[src/common/cep_pkg.sv]
`default_nettype none
package cep_pkg;
   // ------------------------------------------------------------
   // vectors and offsets
   // ------------------------------------------------------------
   localparam logic [31:0] CEP_RESET_VEC = 32'hBFC00000;
   localparam logic [31:0] CEP_DEBUG_VEC = 32'hBFC00480;
   localparam logic [31:0] CEP_GEN_OFS = 32'h00000180;
   localparam logic [31:0] CEP_BASE_RST = 32'h80000000;

   // ------------------------------------------------------------
   // cause codes
   // ------------------------------------------------------------
   localparam logic [4:0] CEP_CC_INT = 5'h00;
   localparam logic [4:0] CEP_CC_FETCH_TRANSLATION_MISS = 5'h02;
   localparam logic [4:0] CEP_CC_FETCH_ADDRESS_ERROR = 5'h04;
   localparam logic [4:0] CEP_CC_IBE = 5'h06;
   localparam logic [4:0] CEP_CC_XI = 5'h14;
   localparam logic [4:0] CEP_CC_WATCH = 5'h17;
   localparam logic [4:0] CEP_CC_MACHINE_CHECK_FLAG = 5'h18;

   // ------------------------------------------------------------
   // register map (word index = address)
   // ------------------------------------------------------------
   localparam logic [3:0] CEP_A_STATUS = 4'h0;
   localparam logic [3:0] CEP_A_DEBUG = 4'h1;
   localparam logic [3:0] CEP_A_CAUSE = 4'h2;
   localparam logic [3:0] CEP_A_BASE = 4'h3;
   localparam logic [3:0] CEP_A_ISTAT = 4'h4;
   localparam logic [3:0] CEP_A_ICLR = 4'h5;
   localparam logic [3:0] CEP_A_IEN = 4'h6;
   localparam logic [3:0] CEP_A_DCTL = 4'h7;

   // status bit positions
   localparam int CEP_ST_EXL = 0;
   localparam int CEP_ST_ERL = 1;
   localparam int CEP_ST_NMI = 2;
   localparam int CEP_ST_SR = 3;
   localparam int CEP_ST_WP = 4;
   localparam int CEP_ST_MACHINE_CHECK_FLAG = 5;
   localparam int CEP_ST_BEV = 6;
   localparam int CEP_ST_IPL = 8;
   // debug flag positions
   localparam int CEP_DB_DSS = 0;
   localparam int CEP_DB_DEBUG_INTERRUPT_FLAG = 1;
   localparam int CEP_DB_DIB = 2;

   // event indices, highest priority first
   localparam int CEP_NEV = 14;
   localparam int CEP_E_RST = 0;
   localparam int CEP_E_SRST = 1;
   localparam int CEP_E_DSS = 2;
   localparam int CEP_E_DEBUG_INTERRUPT_FLAG = 3;
   localparam int CEP_E_NMI = 4;
   localparam int CEP_E_MCHK = 5;
   localparam int CEP_E_INT = 6;
   localparam int CEP_E_DWP = 7;
   localparam int CEP_E_DIB = 8;
   localparam int CEP_E_WATCH = 9;
   localparam int CEP_E_FETCH_ADDRESS_ERROR = 10;
   localparam int CEP_E_FETCH_TRANSLATION_MISS = 11;
   localparam int CEP_E_XI = 12;
   localparam int CEP_E_IBE = 13;
endpackage : cep_pkg
`default_nettype wire

[src/rtl/cep_prioritizer.sv]
// Contract
// [RULE_01] events are ranked with reset first and only the top pending one is taken.
// [RULE_02] master clear or power-on reset vectors to the reset vector and sets boot vector select and error level.
// [RULE_03] soft reset vectors to the reset vector and sets boot vector select, soft reset and error level.
// [RULE_04] debug single step vectors to the debug vector, sets its debug flag and writes no status or cause.
// [RULE_05] debug interrupt comes from the external request or the break request bit and vectors to the debug vector.
// [RULE_06] non-maskable interrupt vectors to the reset vector and sets boot vector select, nmi and error level.
// [RULE_07] a conflicting translation write is a machine check at base plus 0x180 with cause 0x18.
// [RULE_08] an unmasked interrupt is taken with cause 0x00, updates the priority level and uses its own vector.
// [RULE_09] a deferred watch taken on unmask goes to base plus 0x180 with watch pending, exl and cause 0x17.
// [RULE_10] an instruction break match vectors to the debug vector and sets its debug flag.
// [RULE_11] a fetch watch match goes to base plus 0x180 with exl and cause 0x17.
// [RULE_12] a misaligned or protected fetch goes to base plus 0x180 with exl and cause 0x04.
// [RULE_13] a fetch translation miss records 0x02 and goes to base, or base plus 0x180 if exl is set.
// [RULE_14] an execute-inhibited fetch hit goes to base plus 0x180 with exl and cause 0x14.
// [RULE_15] a fetch bus error goes to base plus 0x180 with exl and cause 0x06.
// [RULE_16] the cause code stays readable until the next exception overwrites it.
//
// Implementation choices: the register addresses and the plain strobed port.
`default_nettype none
module cep_prioritizer #(
   parameter int IPL_W = 3
) (
   input wire logic clk_sys,
   input wire logic srst,
   input wire logic master_clear_pin,
   input wire logic soft_reset_req,
   input wire logic debug_single_step,
   input wire logic external_debug_request_input,
   input wire logic nmi_in,
   input wire logic tlb_write_conflict,
   input wire logic int_req,
   input wire logic [IPL_W-1:0] int_level,
   input wire logic [31:0] int_vector,
   input wire logic deferred_watch_unmask,
   input wire logic debug_instr_break,
   input wire logic fetch_watch_match,
   input wire logic fetch_address_error,
   input wire logic fetch_translation_miss,
   input wire logic execute_inhibit_bit,
   input wire logic fetch_bus_error,
   input wire logic [3:0] reg_addr,
   input wire logic [31:0] reg_wdata,
   input wire logic reg_wr,
   input wire logic reg_rd,
   output logic [31:0] reg_rdata,
   output logic exc_taken,
   output logic [31:0] exc_target,
   output logic irq
);
   import cep_pkg::*;

   initial
   begin
      if (IPL_W < 1 || IPL_W > 8)
      begin
         $error("IPL_W must be 1 to 8");
      end
   end

   // ------------------------------------------------------------
   // state
   // ------------------------------------------------------------
   logic [15:0] status_r;
   logic [2:0] debug_r;
   logic [4:0] cause_r;
   logic [31:0] base_r;
   logic break_req_r;
   logic [CEP_NEV-1:0] istat_r;
   logic [CEP_NEV-1:0] ien_r;
   logic [CEP_NEV-1:0] ev;
   logic [CEP_NEV-1:0] grant;
   logic [31:0] gen_vec;

   // first-one pick: lower index wins
   function automatic logic [CEP_NEV-1:0] pick_top(
      input logic [CEP_NEV-1:0] req
   );
      logic [CEP_NEV-1:0] g;
      logic found;
      g = '0;
      found = 1'b0;
      for (int i = 0; i < CEP_NEV; i++)
      begin
         if (req[i] && !found)
         begin
            g[i] = 1'b1;
            found = 1'b1;
         end
      end
      return g;
   endfunction : pick_top

   // ------------------------------------------------------------
   // event collection and priority
   // ------------------------------------------------------------
   always_comb
   begin
      ev = '0;
      ev[CEP_E_RST] = master_clear_pin;
      ev[CEP_E_SRST] = soft_reset_req;
      ev[CEP_E_DSS] = debug_single_step;
      // break request bit acts as a second source for the same event
      ev[CEP_E_DEBUG_INTERRUPT_FLAG] = external_debug_request_input | break_req_r; // see [RULE_05]
      ev[CEP_E_NMI] = nmi_in;
      ev[CEP_E_MCHK] = tlb_write_conflict;
      ev[CEP_E_INT] = int_req;
      ev[CEP_E_DWP] = deferred_watch_unmask;
      ev[CEP_E_DIB] = debug_instr_break;
      ev[CEP_E_WATCH] = fetch_watch_match;
      ev[CEP_E_FETCH_ADDRESS_ERROR] = fetch_address_error;
      ev[CEP_E_FETCH_TRANSLATION_MISS] = fetch_translation_miss;
      ev[CEP_E_XI] = execute_inhibit_bit;
      ev[CEP_E_IBE] = fetch_bus_error;
      grant = pick_top(ev); // see [RULE_01]
      gen_vec = base_r + CEP_GEN_OFS;
   end

   // ------------------------------------------------------------
   // branch target and taken strobe
   // ------------------------------------------------------------
   always_ff @(posedge clk_sys)
   begin
      if (srst)
      begin
         exc_taken <= 1'b0;
         exc_target <= CEP_RESET_VEC;
      end
      else
      begin
         exc_taken <= |ev;
         if (grant[CEP_E_RST] || grant[CEP_E_SRST] || grant[CEP_E_NMI])
            exc_target <= CEP_RESET_VEC; // see [RULE_02] [RULE_03] [RULE_06]
         else if (grant[CEP_E_DSS] || grant[CEP_E_DEBUG_INTERRUPT_FLAG] || grant[CEP_E_DIB])
            exc_target <= CEP_DEBUG_VEC; // see [RULE_04] [RULE_05] [RULE_10]
         else if (grant[CEP_E_INT])
            exc_target <= int_vector; // see [RULE_08]
         else if (grant[CEP_E_FETCH_TRANSLATION_MISS] && !status_r[CEP_ST_EXL])
            exc_target <= base_r; // see [RULE_13]
         else if (|ev)
            exc_target <= gen_vec; // see [RULE_07] [RULE_09] [RULE_11]
      end
   end

   // ------------------------------------------------------------
   // status flags
   // ------------------------------------------------------------
   // an exception that sets status bits wins; a software write in the same cycle is dropped
   always_ff @(posedge clk_sys)
   begin
      if (srst)
      begin
         status_r <= 16'h0000;
         status_r[CEP_ST_BEV] <= 1'b1;
         status_r[CEP_ST_ERL] <= 1'b1;
      end
      else if (grant[CEP_E_RST])
      begin
         status_r[CEP_ST_BEV] <= 1'b1; // see [RULE_02]
         status_r[CEP_ST_ERL] <= 1'b1;
      end
      else if (grant[CEP_E_SRST])
      begin
         status_r[CEP_ST_BEV] <= 1'b1; // see [RULE_03]
         status_r[CEP_ST_SR] <= 1'b1;
         status_r[CEP_ST_ERL] <= 1'b1;
      end
      else if (grant[CEP_E_NMI])
      begin
         status_r[CEP_ST_BEV] <= 1'b1; // see [RULE_06]
         status_r[CEP_ST_NMI] <= 1'b1;
         status_r[CEP_ST_ERL] <= 1'b1;
      end
      else if (grant[CEP_E_MCHK])
      begin
         status_r[CEP_ST_MACHINE_CHECK_FLAG] <= 1'b1; // see [RULE_07]
         status_r[CEP_ST_EXL] <= 1'b1;
      end
      else if (grant[CEP_E_INT])
         status_r[CEP_ST_IPL +: IPL_W] <= int_level; // see [RULE_08]
      else if (grant[CEP_E_DWP])
      begin
         status_r[CEP_ST_WP] <= 1'b1; // see [RULE_09]
         status_r[CEP_ST_EXL] <= 1'b1;
      end
      else if (grant[CEP_E_WATCH] || grant[CEP_E_FETCH_ADDRESS_ERROR] ||
               grant[CEP_E_XI] || grant[CEP_E_IBE])
         status_r[CEP_ST_EXL] <= 1'b1; // see [RULE_11] [RULE_12] [RULE_14] [RULE_15]
      else if (reg_wr && reg_addr == CEP_A_STATUS)
         status_r <= reg_wdata[15:0];
   end

   // ------------------------------------------------------------
   // debug flags and break request bit
   // ------------------------------------------------------------
   always_ff @(posedge clk_sys)
   begin
      if (srst)
      begin
         debug_r <= 3'h0;
         break_req_r <= 1'b0;
      end
      else
      begin
         if (grant[CEP_E_DSS])
            debug_r[CEP_DB_DSS] <= 1'b1; // see [RULE_04]
         else if (grant[CEP_E_DEBUG_INTERRUPT_FLAG])
            debug_r[CEP_DB_DEBUG_INTERRUPT_FLAG] <= 1'b1; // see [RULE_05]
         else if (grant[CEP_E_DIB])
            debug_r[CEP_DB_DIB] <= 1'b1; // see [RULE_10]
         else if (reg_wr && reg_addr == CEP_A_DEBUG)
            debug_r <= reg_wdata[2:0];
         // request self-clears once the debug interrupt is taken
         if (grant[CEP_E_DEBUG_INTERRUPT_FLAG])
            break_req_r <= 1'b0;
         else if (reg_wr && reg_addr == CEP_A_DCTL)
            break_req_r <= reg_wdata[0]; // see [RULE_05]
      end
   end

   // ------------------------------------------------------------
   // cause code and exception base
   // ------------------------------------------------------------
   // debug, reset and nmi leave the cause untouched
   always_ff @(posedge clk_sys)
   begin
      if (srst)
         cause_r <= 5'h00;
      else if (grant[CEP_E_MCHK])
         cause_r <= CEP_CC_MACHINE_CHECK_FLAG; // see [RULE_07]
      else if (grant[CEP_E_INT])
         cause_r <= CEP_CC_INT; // see [RULE_08]
      else if (grant[CEP_E_DWP] || grant[CEP_E_WATCH])
         cause_r <= CEP_CC_WATCH; // see [RULE_09] [RULE_11]
      else if (grant[CEP_E_FETCH_ADDRESS_ERROR])
         cause_r <= CEP_CC_FETCH_ADDRESS_ERROR; // see [RULE_12]
      else if (grant[CEP_E_FETCH_TRANSLATION_MISS])
         cause_r <= CEP_CC_FETCH_TRANSLATION_MISS; // see [RULE_13]
      else if (grant[CEP_E_XI])
         cause_r <= CEP_CC_XI; // see [RULE_14]
      else if (grant[CEP_E_IBE])
         cause_r <= CEP_CC_IBE; // see [RULE_15]
   end // held otherwise, see [RULE_16]

   always_ff @(posedge clk_sys)
   begin
      if (srst)
         base_r <= CEP_BASE_RST;
      else if (reg_wr && reg_addr == CEP_A_BASE)
         base_r <= {reg_wdata[31:12], 12'h000}; // base kept 4 KB aligned
   end

   // ------------------------------------------------------------
   // event interrupt: sticky status, clear, enable
   // ------------------------------------------------------------
   // an event in the clear cycle survives: set wins over clear
   always_ff @(posedge clk_sys)
   begin
      if (srst)
      begin
         istat_r <= '0;
         ien_r <= '0;
         irq <= 1'b0;
      end
      else
      begin
         if (reg_wr && reg_addr == CEP_A_ICLR)
            istat_r <= (istat_r & ~reg_wdata[CEP_NEV-1:0]) | grant;
         else
            istat_r <= istat_r | grant;
         if (reg_wr && reg_addr == CEP_A_IEN)
            ien_r <= reg_wdata[CEP_NEV-1:0];
         irq <= |(istat_r & ien_r);
      end
   end

   // ------------------------------------------------------------
   // read port, data one cycle after the strobe
   // ------------------------------------------------------------
   always_ff @(posedge clk_sys)
   begin
      if (srst)
         reg_rdata <= 32'h00000000;
      else if (reg_rd)
      begin
         case (reg_addr)
            CEP_A_STATUS: reg_rdata <= {16'h0000, status_r};
            CEP_A_DEBUG: reg_rdata <= {29'h0, debug_r};
            CEP_A_CAUSE: reg_rdata <= {27'h0, cause_r}; // see [RULE_16]
            CEP_A_BASE: reg_rdata <= base_r;
            CEP_A_ISTAT: reg_rdata <= {{(32-CEP_NEV){1'b0}}, istat_r};
            CEP_A_IEN: reg_rdata <= {{(32-CEP_NEV){1'b0}}, ien_r};
            CEP_A_DCTL: reg_rdata <= {31'h0, break_req_r};
            default: reg_rdata <= 32'h00000000;
         endcase
      end
      else
         reg_rdata <= 32'h00000000;
   end
endmodule : cep_prioritizer
`default_nettype wire

[config.mk]
export PLATFORM = sky130hd
export DESIGN_NAME = cep_prioritizer
export DESIGN_NICKNAME = d
export VERILOG_FILES = /design/src/common/cep_pkg.sv /design/src/rtl/cep_prioritizer.sv
export SDC_FILE = /design/constraint.sdc
export NUM_CORES = 1
export LEC_CHECK = 0
export BUFFER_PORTS_ARGS = -buffer_cell sky130_fd_sc_hd__buf_4
export CAP_MARGIN = 10
export CORE_ASPECT_RATIO = 0.8
export CORE_UTILIZATION = 45
export CTS_CLUSTER_DIAMETER = 200
export CTS_CLUSTER_SIZE = 12
export DETAILED_ROUTE_END_ITERATION = 8
export PLACE_DENSITY = 0.75
export SETUP_SLACK_MARGIN = 0.5
export SYNTH_ARGS = -nofsm -noshare
export SYNTH_HDL_FRONTEND = slang
export SYNTH_SLANG_ARGS = --single-unit
[constraint.sdc]
create_clock -name clk_sys -period 3.4 [get_ports clk_sys]
set_clock_uncertainty 0.1 [all_clocks]
set_input_delay 0.34 -clock clk_sys [delete_from_list [all_inputs] [get_ports clk_sys]]
set_output_delay 0.34 -clock clk_sys [all_outputs]
set_load 0.05 [all_outputs]
==> out/metrics.cfg, run 1 <==
[grt]
overflow = 0
antenna_found_initial = 0
first_global_vias = 5251
grtUsageTotal_pct = 27.2
grt_start_max_net_pins = 68
grt_pass1_wl_mm = 28.4

[floorplanning]
core_um2 = 12900
die-area_um2 = 13800
start_util_pct = 46.4
core.rowCount = 37
die_y_um = 105
floorplan.die.width_um = 131
io_pins = 155

[power_and_ir_drop]
irDropWorstVdd_uv = 343
powerDensity_nw_per_um2 = 482
p_comb_share_pct = 8.0
p_clk_share_pct = 47.5
switching_share_pct = 23.0
p_seq_share_pct = 44.5
p_sw_mw = 0.864
leakage_nw = 2.93
power.internal_mw = 2.89
finalPower_mw = 3.76

[final_layout]
final_cell_mix = buf_4 (166), nand2_1 (161), dfxtp_1 (139), a21oi_1 (62), nor2_1 (57)
num-nets-final = 931
num_antenna_cells = 0
area_growth_pct = 29.9
final_common_cell = buf_4
final.fill_count = 1116
drive_above_1_share_pct = 28.1
final_area_um2 = 7790
fin_cells = 1029

[timing]
min_period_ps = 2650
tightestPinTransition_ps = 818
fin_setup_tns_ps = 0
rsz0062_at_grt = false
setup_viol = 0
slew_viol_final = 0
timing.final.crit_share_pct = 78.0
timing.fmax_mhz = 377
slew_headroom_pct = 45.4
timing_hold_violations_final = 0

[cts]
h-tree-depth = 4
root_buffer = clkbuf_16
cts_tree = built
post_cts_buffers = 0
cts_resized = 0
clock_path_buffers = 2
numCtsBuffers = 17
clock_latency_ps = 410
cts_hold_buf = 0
clock_sink_count = 139
clk_pin_slew_ps = 60

[route]
drt_wl_total_mm = 18.4
m1WireLength_mm = 8.33
drc = 0
drtAntennaViolNets = 0
dr_wl_met3_mm = 1.78
drt-pass1-iter-count = 5
vias_per_cell = 5.58
wl_met2_mm = 7.85
wl_per_cell_um = 17.9
num_vias = 5741
drt_iter0_markers = 441
highest_layer = met4

[yosys]
synthesis.nets = 797
synth_edf_count = 0
yosys_warnings = 0
ys_types = 58
synth.avg_cell_area_um2 = 8.47
synth_area_um2 = 6000
synth_ff_type = dfxtp_1
yosysSeqAreaShare_pct = 46.4
async_flop_share_pct = 0
ys_ff_latch = 139
netlist_instances = 708

[placement]
placed_cells_incl_taps = 998
port_buffers = 154
placed_cell_area_um2 = 7230
dp_hpwl_mm = 13.0
gp_congestion = 1.00

[critical_path]
max_stage_delay_ps = 580
crit_slowest_cell = nor4b_4
cp-end-kind = flop
path_class = flop to flop
cp-start-kind = flop
crit_arrival_ps = 2810
cp_max_fo = 42
crit_chain = or3_1 -> nor4b_4 -> nand3_4 -> nor2_1 -> a311oi_2
critPathRequiredTime_ps = 3560

[flow_run]
maxCapViolations = 0

[hold_path]
hold_path_class = primary input to flop

[outcome]
status = finished, final reports clean

==> cell type report <==
| class | instances | area, um2 | area share [%] |
|---|---|---|---|
| Tap cell | 175 | 219 | 2.81 |
| Sequential cell | 139 | 2780 | 35.7 |
| Clock buffer | 24 | 472 | 6.05 |
| Inverter | 8 | 30.0 | 0.385 |
| Multi-Input combinational cell | 510 | 2950 | 37.9 |
| Timing Repair Buffer | 166 | 1250 | 16.0 |
| Clock inverter | 7 | 91.3 | 1.17 |
==> cell families (layout without fill, tap and decap cells) <==
kind of cell | Yosys count | after routing | synth area share (%)
mux | 11 | 11 | 1.84
flops | 139 | 139 | 46.4
simple gates | 324 | 324 | 25.5
compound gates | 175 | 175 | 21.8
buf+inv | 59 | 205 | 4.49
==> state kept, by name, summed over array words and instances, names as in the netlist <==
| register | count |
|---|---|
| exc_taken | 1 |
| base_r | 20 |
| break_req_r | 1 |
| ien_r | 14 |
| status_r | 16 |
| istat_r | 14 |
| reg_rdata | 32 |
| irq | 1 |
| debug_r | 3 |
| cause_r | 5 |
| exc_target | 32 |
==> Yosys cell counts, types with 6 or more instances <==
master	instances	area, um2
a21oi_1	62	310
a221oi_1	9	78.8
a22oi_1	21	158
a22oi_2	9	113
a311oi_2	11	165
and2_1	19	119
and3_1	17	106
buf_2	10	50.1
clkbuf_1	35	131
dfxtp_1	139	2780
inv_1	8	30.0
mux2i_1	11	110
nand2_1	161	604
nor2_1	57	214
nor2_2	10	62.6
nor3_1	16	80.1
nor4_1	6	37.5
o211ai_1	7	52.6
o21ai_0	9	45.0
o21ai_1	10	50.1
==> power by group through the flow <==
stage | combinational (mW) | clock (mW) | sequential [mW]
after global placement | 0.293 | 0 | 1.71
final | 0.300 | 1.78 | 1.67
after detailed placement | 0.293 | 0 | 1.71
after CTS | 0.295 | 1.80 | 1.67
after floorplan | 0.124 | 0 | 1.72
after global routing | 0.320 | 1.87 | 1.67
==> through the flow <==
step | worst slack (ps) | hold WS, ps | utilization [%]
detailed placement | 718 | 350 | 56.0
global placement | 748 | 347 | 56.0
CTS | 790 | 30.8 | 60.3
global route | 604 | 55.0 | 60.3
floorplan | 1330 | 333 | -
finish | 747 | 43.9 | 60.3
==> worst paths after layout <==
check | start | to | slack [ps] | cells after the start
worst max-delay path | break_req_r | exc_target[20] | 750 | 5
worst min-delay path | reg_wdata[31] | base_r[31] | 40 | 3
worst min register to register | status_r[13] | status_r[13] | 360 | 2
worst max register to register | break_req_r | exc_target[20] | 750 | 5
==> layer usage <==
layer | up-vias | GRT usage (%)
met5 | - | 0
met4 | 0 | 10.4
met3 | 36 | 6.50
met1 | 2640 | 39.1
met2 | 309 | 38.9
li1 | 2756 | -
==> critical path: cells and delay by family (launching register included) <==
kind             cells  cell delay (ps)
flip-flops           1              360
AND/OR/NAND/NOR      4             1950
AO/OA/AOI/OAI        1               70
(Power assumes the default switching activity.)
==> run 2: changes to the inputs <==
PLACE_DENSITY = 0.77   (was 0.75)
clock period = 2.3 ns   (was 3.4 ns; I/O delays follow)
==> out/metrics.cfg, run 2 (synthesis gave the netlist of run 1 again) <==
[critical_path]
cp-start-kind = flop
cp_max_fo = 6
critPathRequiredTime_ps = 2530
cp-end-kind = flop
crit_arrival_ps = 2240
path_class = flop to flop

[route]
drt_iter0_markers = 663
drtAntennaViolNets = 0
vias_per_cell = 5.70
drc = 0
drt-pass1-iter-count = 6
drt_wl_total_mm = 20.9
wl_per_cell_um = 18.7
num_vias = 6366

[grt]
grt_pass1_wl_mm = 31.0
grt_start_max_net_pins = 52
grtUsageTotal_pct = 29.6
met1_usage_pct = 40.0
met3_usage_pct = 8.17
overflow = 0
antenna_found_initial = 0
busiest_layer = met2
use_met2_pct = 44.7
first_global_vias = 6003

[timing]
fin_ws_ps = 293
slew_headroom_pct = 54.8
fin_setup_tns_ps = 0
timing.fmax_mhz = 498
timing_hold_violations_final = 0
tightestPinTransition_ps = 672
slew_viol_final = 0
setup_viol = 0
min_period_ps = 2010
rsz0062_at_grt = true
timing.final.crit_share_pct = 87.3

[power_and_ir_drop]
p_sw_mw = 1.41
p_comb_share_pct = 9.3
irDropWorstVdd_uv = 520
switching_share_pct = 23.2
powerDensity_nw_per_um2 = 681
power.internal_mw = 4.66
p_seq_share_pct = 40.7
leakage_nw = 3.45
p_clk_share_pct = 50.1

[floorplanning]
start_util_pct = 46.4
floorplan.die.width_um = 131
core.rowCount = 37
io_pins = 155
die_y_um = 105
die-area_um2 = 13800
core_um2 = 12900

[hold_path]
hold_path_class = primary input to flop

[placement]
gp_congestion = 0.976
post-place-ws_ps = 137
dp_hpwl_mm = 13.3
port_buffers = 154

[cts]
clock_path_buffers = 2
clock_latency_ps = 420
h-tree-depth = 4
clk_pin_slew_ps = 60
root_buffer = clkbuf_16
numCtsBuffers = 17
cts_tree = built
clock_sink_count = 139

[final_layout]
reg_top3 = exc_target (32), reg_rdata (32), base_r (20)
final_common_cell = buf_4
num-nets-final = 1018
num_antenna_cells = 0
area_growth_pct = 48.8
final_cell_mix = buf_4 (197), nand2_1 (161), dfxtp_1 (138), a21oi_1 (59), nor2_1 (52)
drive_above_1_share_pct = 33.7

[outcome]
status = finished, final reports clean

[flow_run]
maxCapViolations = 0

==> run 2: final cells by class <==
type | instances | area (um2)
Fill cell | 983 | 3990
Multi-Input combinational cell | 510 | 3090
Sequential cell | 139 | 2790
Timing Repair Buffer | 253 | 2140
Clock buffer | 18 | 439
Tap cell | 175 | 219
Clock inverter | 14 | 213
Inverter | 8 | 30.0
==> run 2: routing by layer <==
| layer | share of wire, % | vias to the layer above |
|---|---|---|
| met5 | 0 | - |
| met4 | 2.8 | 0 |
| met3 | 11 | 66 |
| met2 | 44 | 413 |
| met1 | 41 | 2943 |
| li1 | - | 2944 |
==> run 2: critical path, stage by stage, from the launching register on <==
cell      delay, ps
dfxtp_4         350
buf_4           140
nor3_4          170
buf_6           150
nand4b_1        160
o211ai_1        320
buf_4           190
nor2_4           40
buf_12          130
mux2i_1         170
==> run 2: power by group through the flow <==
stage                     Clock (mW)  Sequential [mW]  Combinational, mW
final                           3.04             2.47              0.563
after global routing            3.18             2.47              0.592
after CTS                       3.06             2.47              0.527
after detailed placement           0             2.52              0.455
after global placement             0             2.52              0.454
after floorplan                    0             2.55              0.187
==> run 2: path summary, 6_finish.rpt <==
check | end | cells after the start | slack (ps) | startpoint
worst min register to register | status_r[12] | 2 | 360 | status_r[12]
worst min-delay path | exc_target[16] | 3 | 9 | int_vector[16]
worst max-delay path | status_r[7] | 9 | 290 | break_req_r
worst max register to register | status_r[7] | 9 | 290 | break_req_r
==> run 2: what timing repair did <==
action,CTS,global route
gates cloned,0,7
pin swaps,4,16
buffers inserted,8,7
setup endpoints to repair,54,54
hold endpoints to repair,45,0
gates resized for setup,12,27
hold buffers,41,0
==> run 2: stage by stage <==
step / cell area, um2 / hold slack (ps) / cells / utilization (%) / power [mW]
5_1_grt: 8920 / 4.75 / 1117 / 69.1 / 6.24
6_report: 8920 / 8.79 / 1117 / 69.1 / 6.07
4_1_cts: 8650 / 2.21 / 1103 / 66.9 / 6.05
2_1_floorplan: 6040 / 247 / 708 / - / 2.74
3_3_place_gp: 7470 / 342 / 1022 / 57.8 / 2.98
3_5_place_dp: 7470 / 347 / 1022 / 57.8 / 2.98
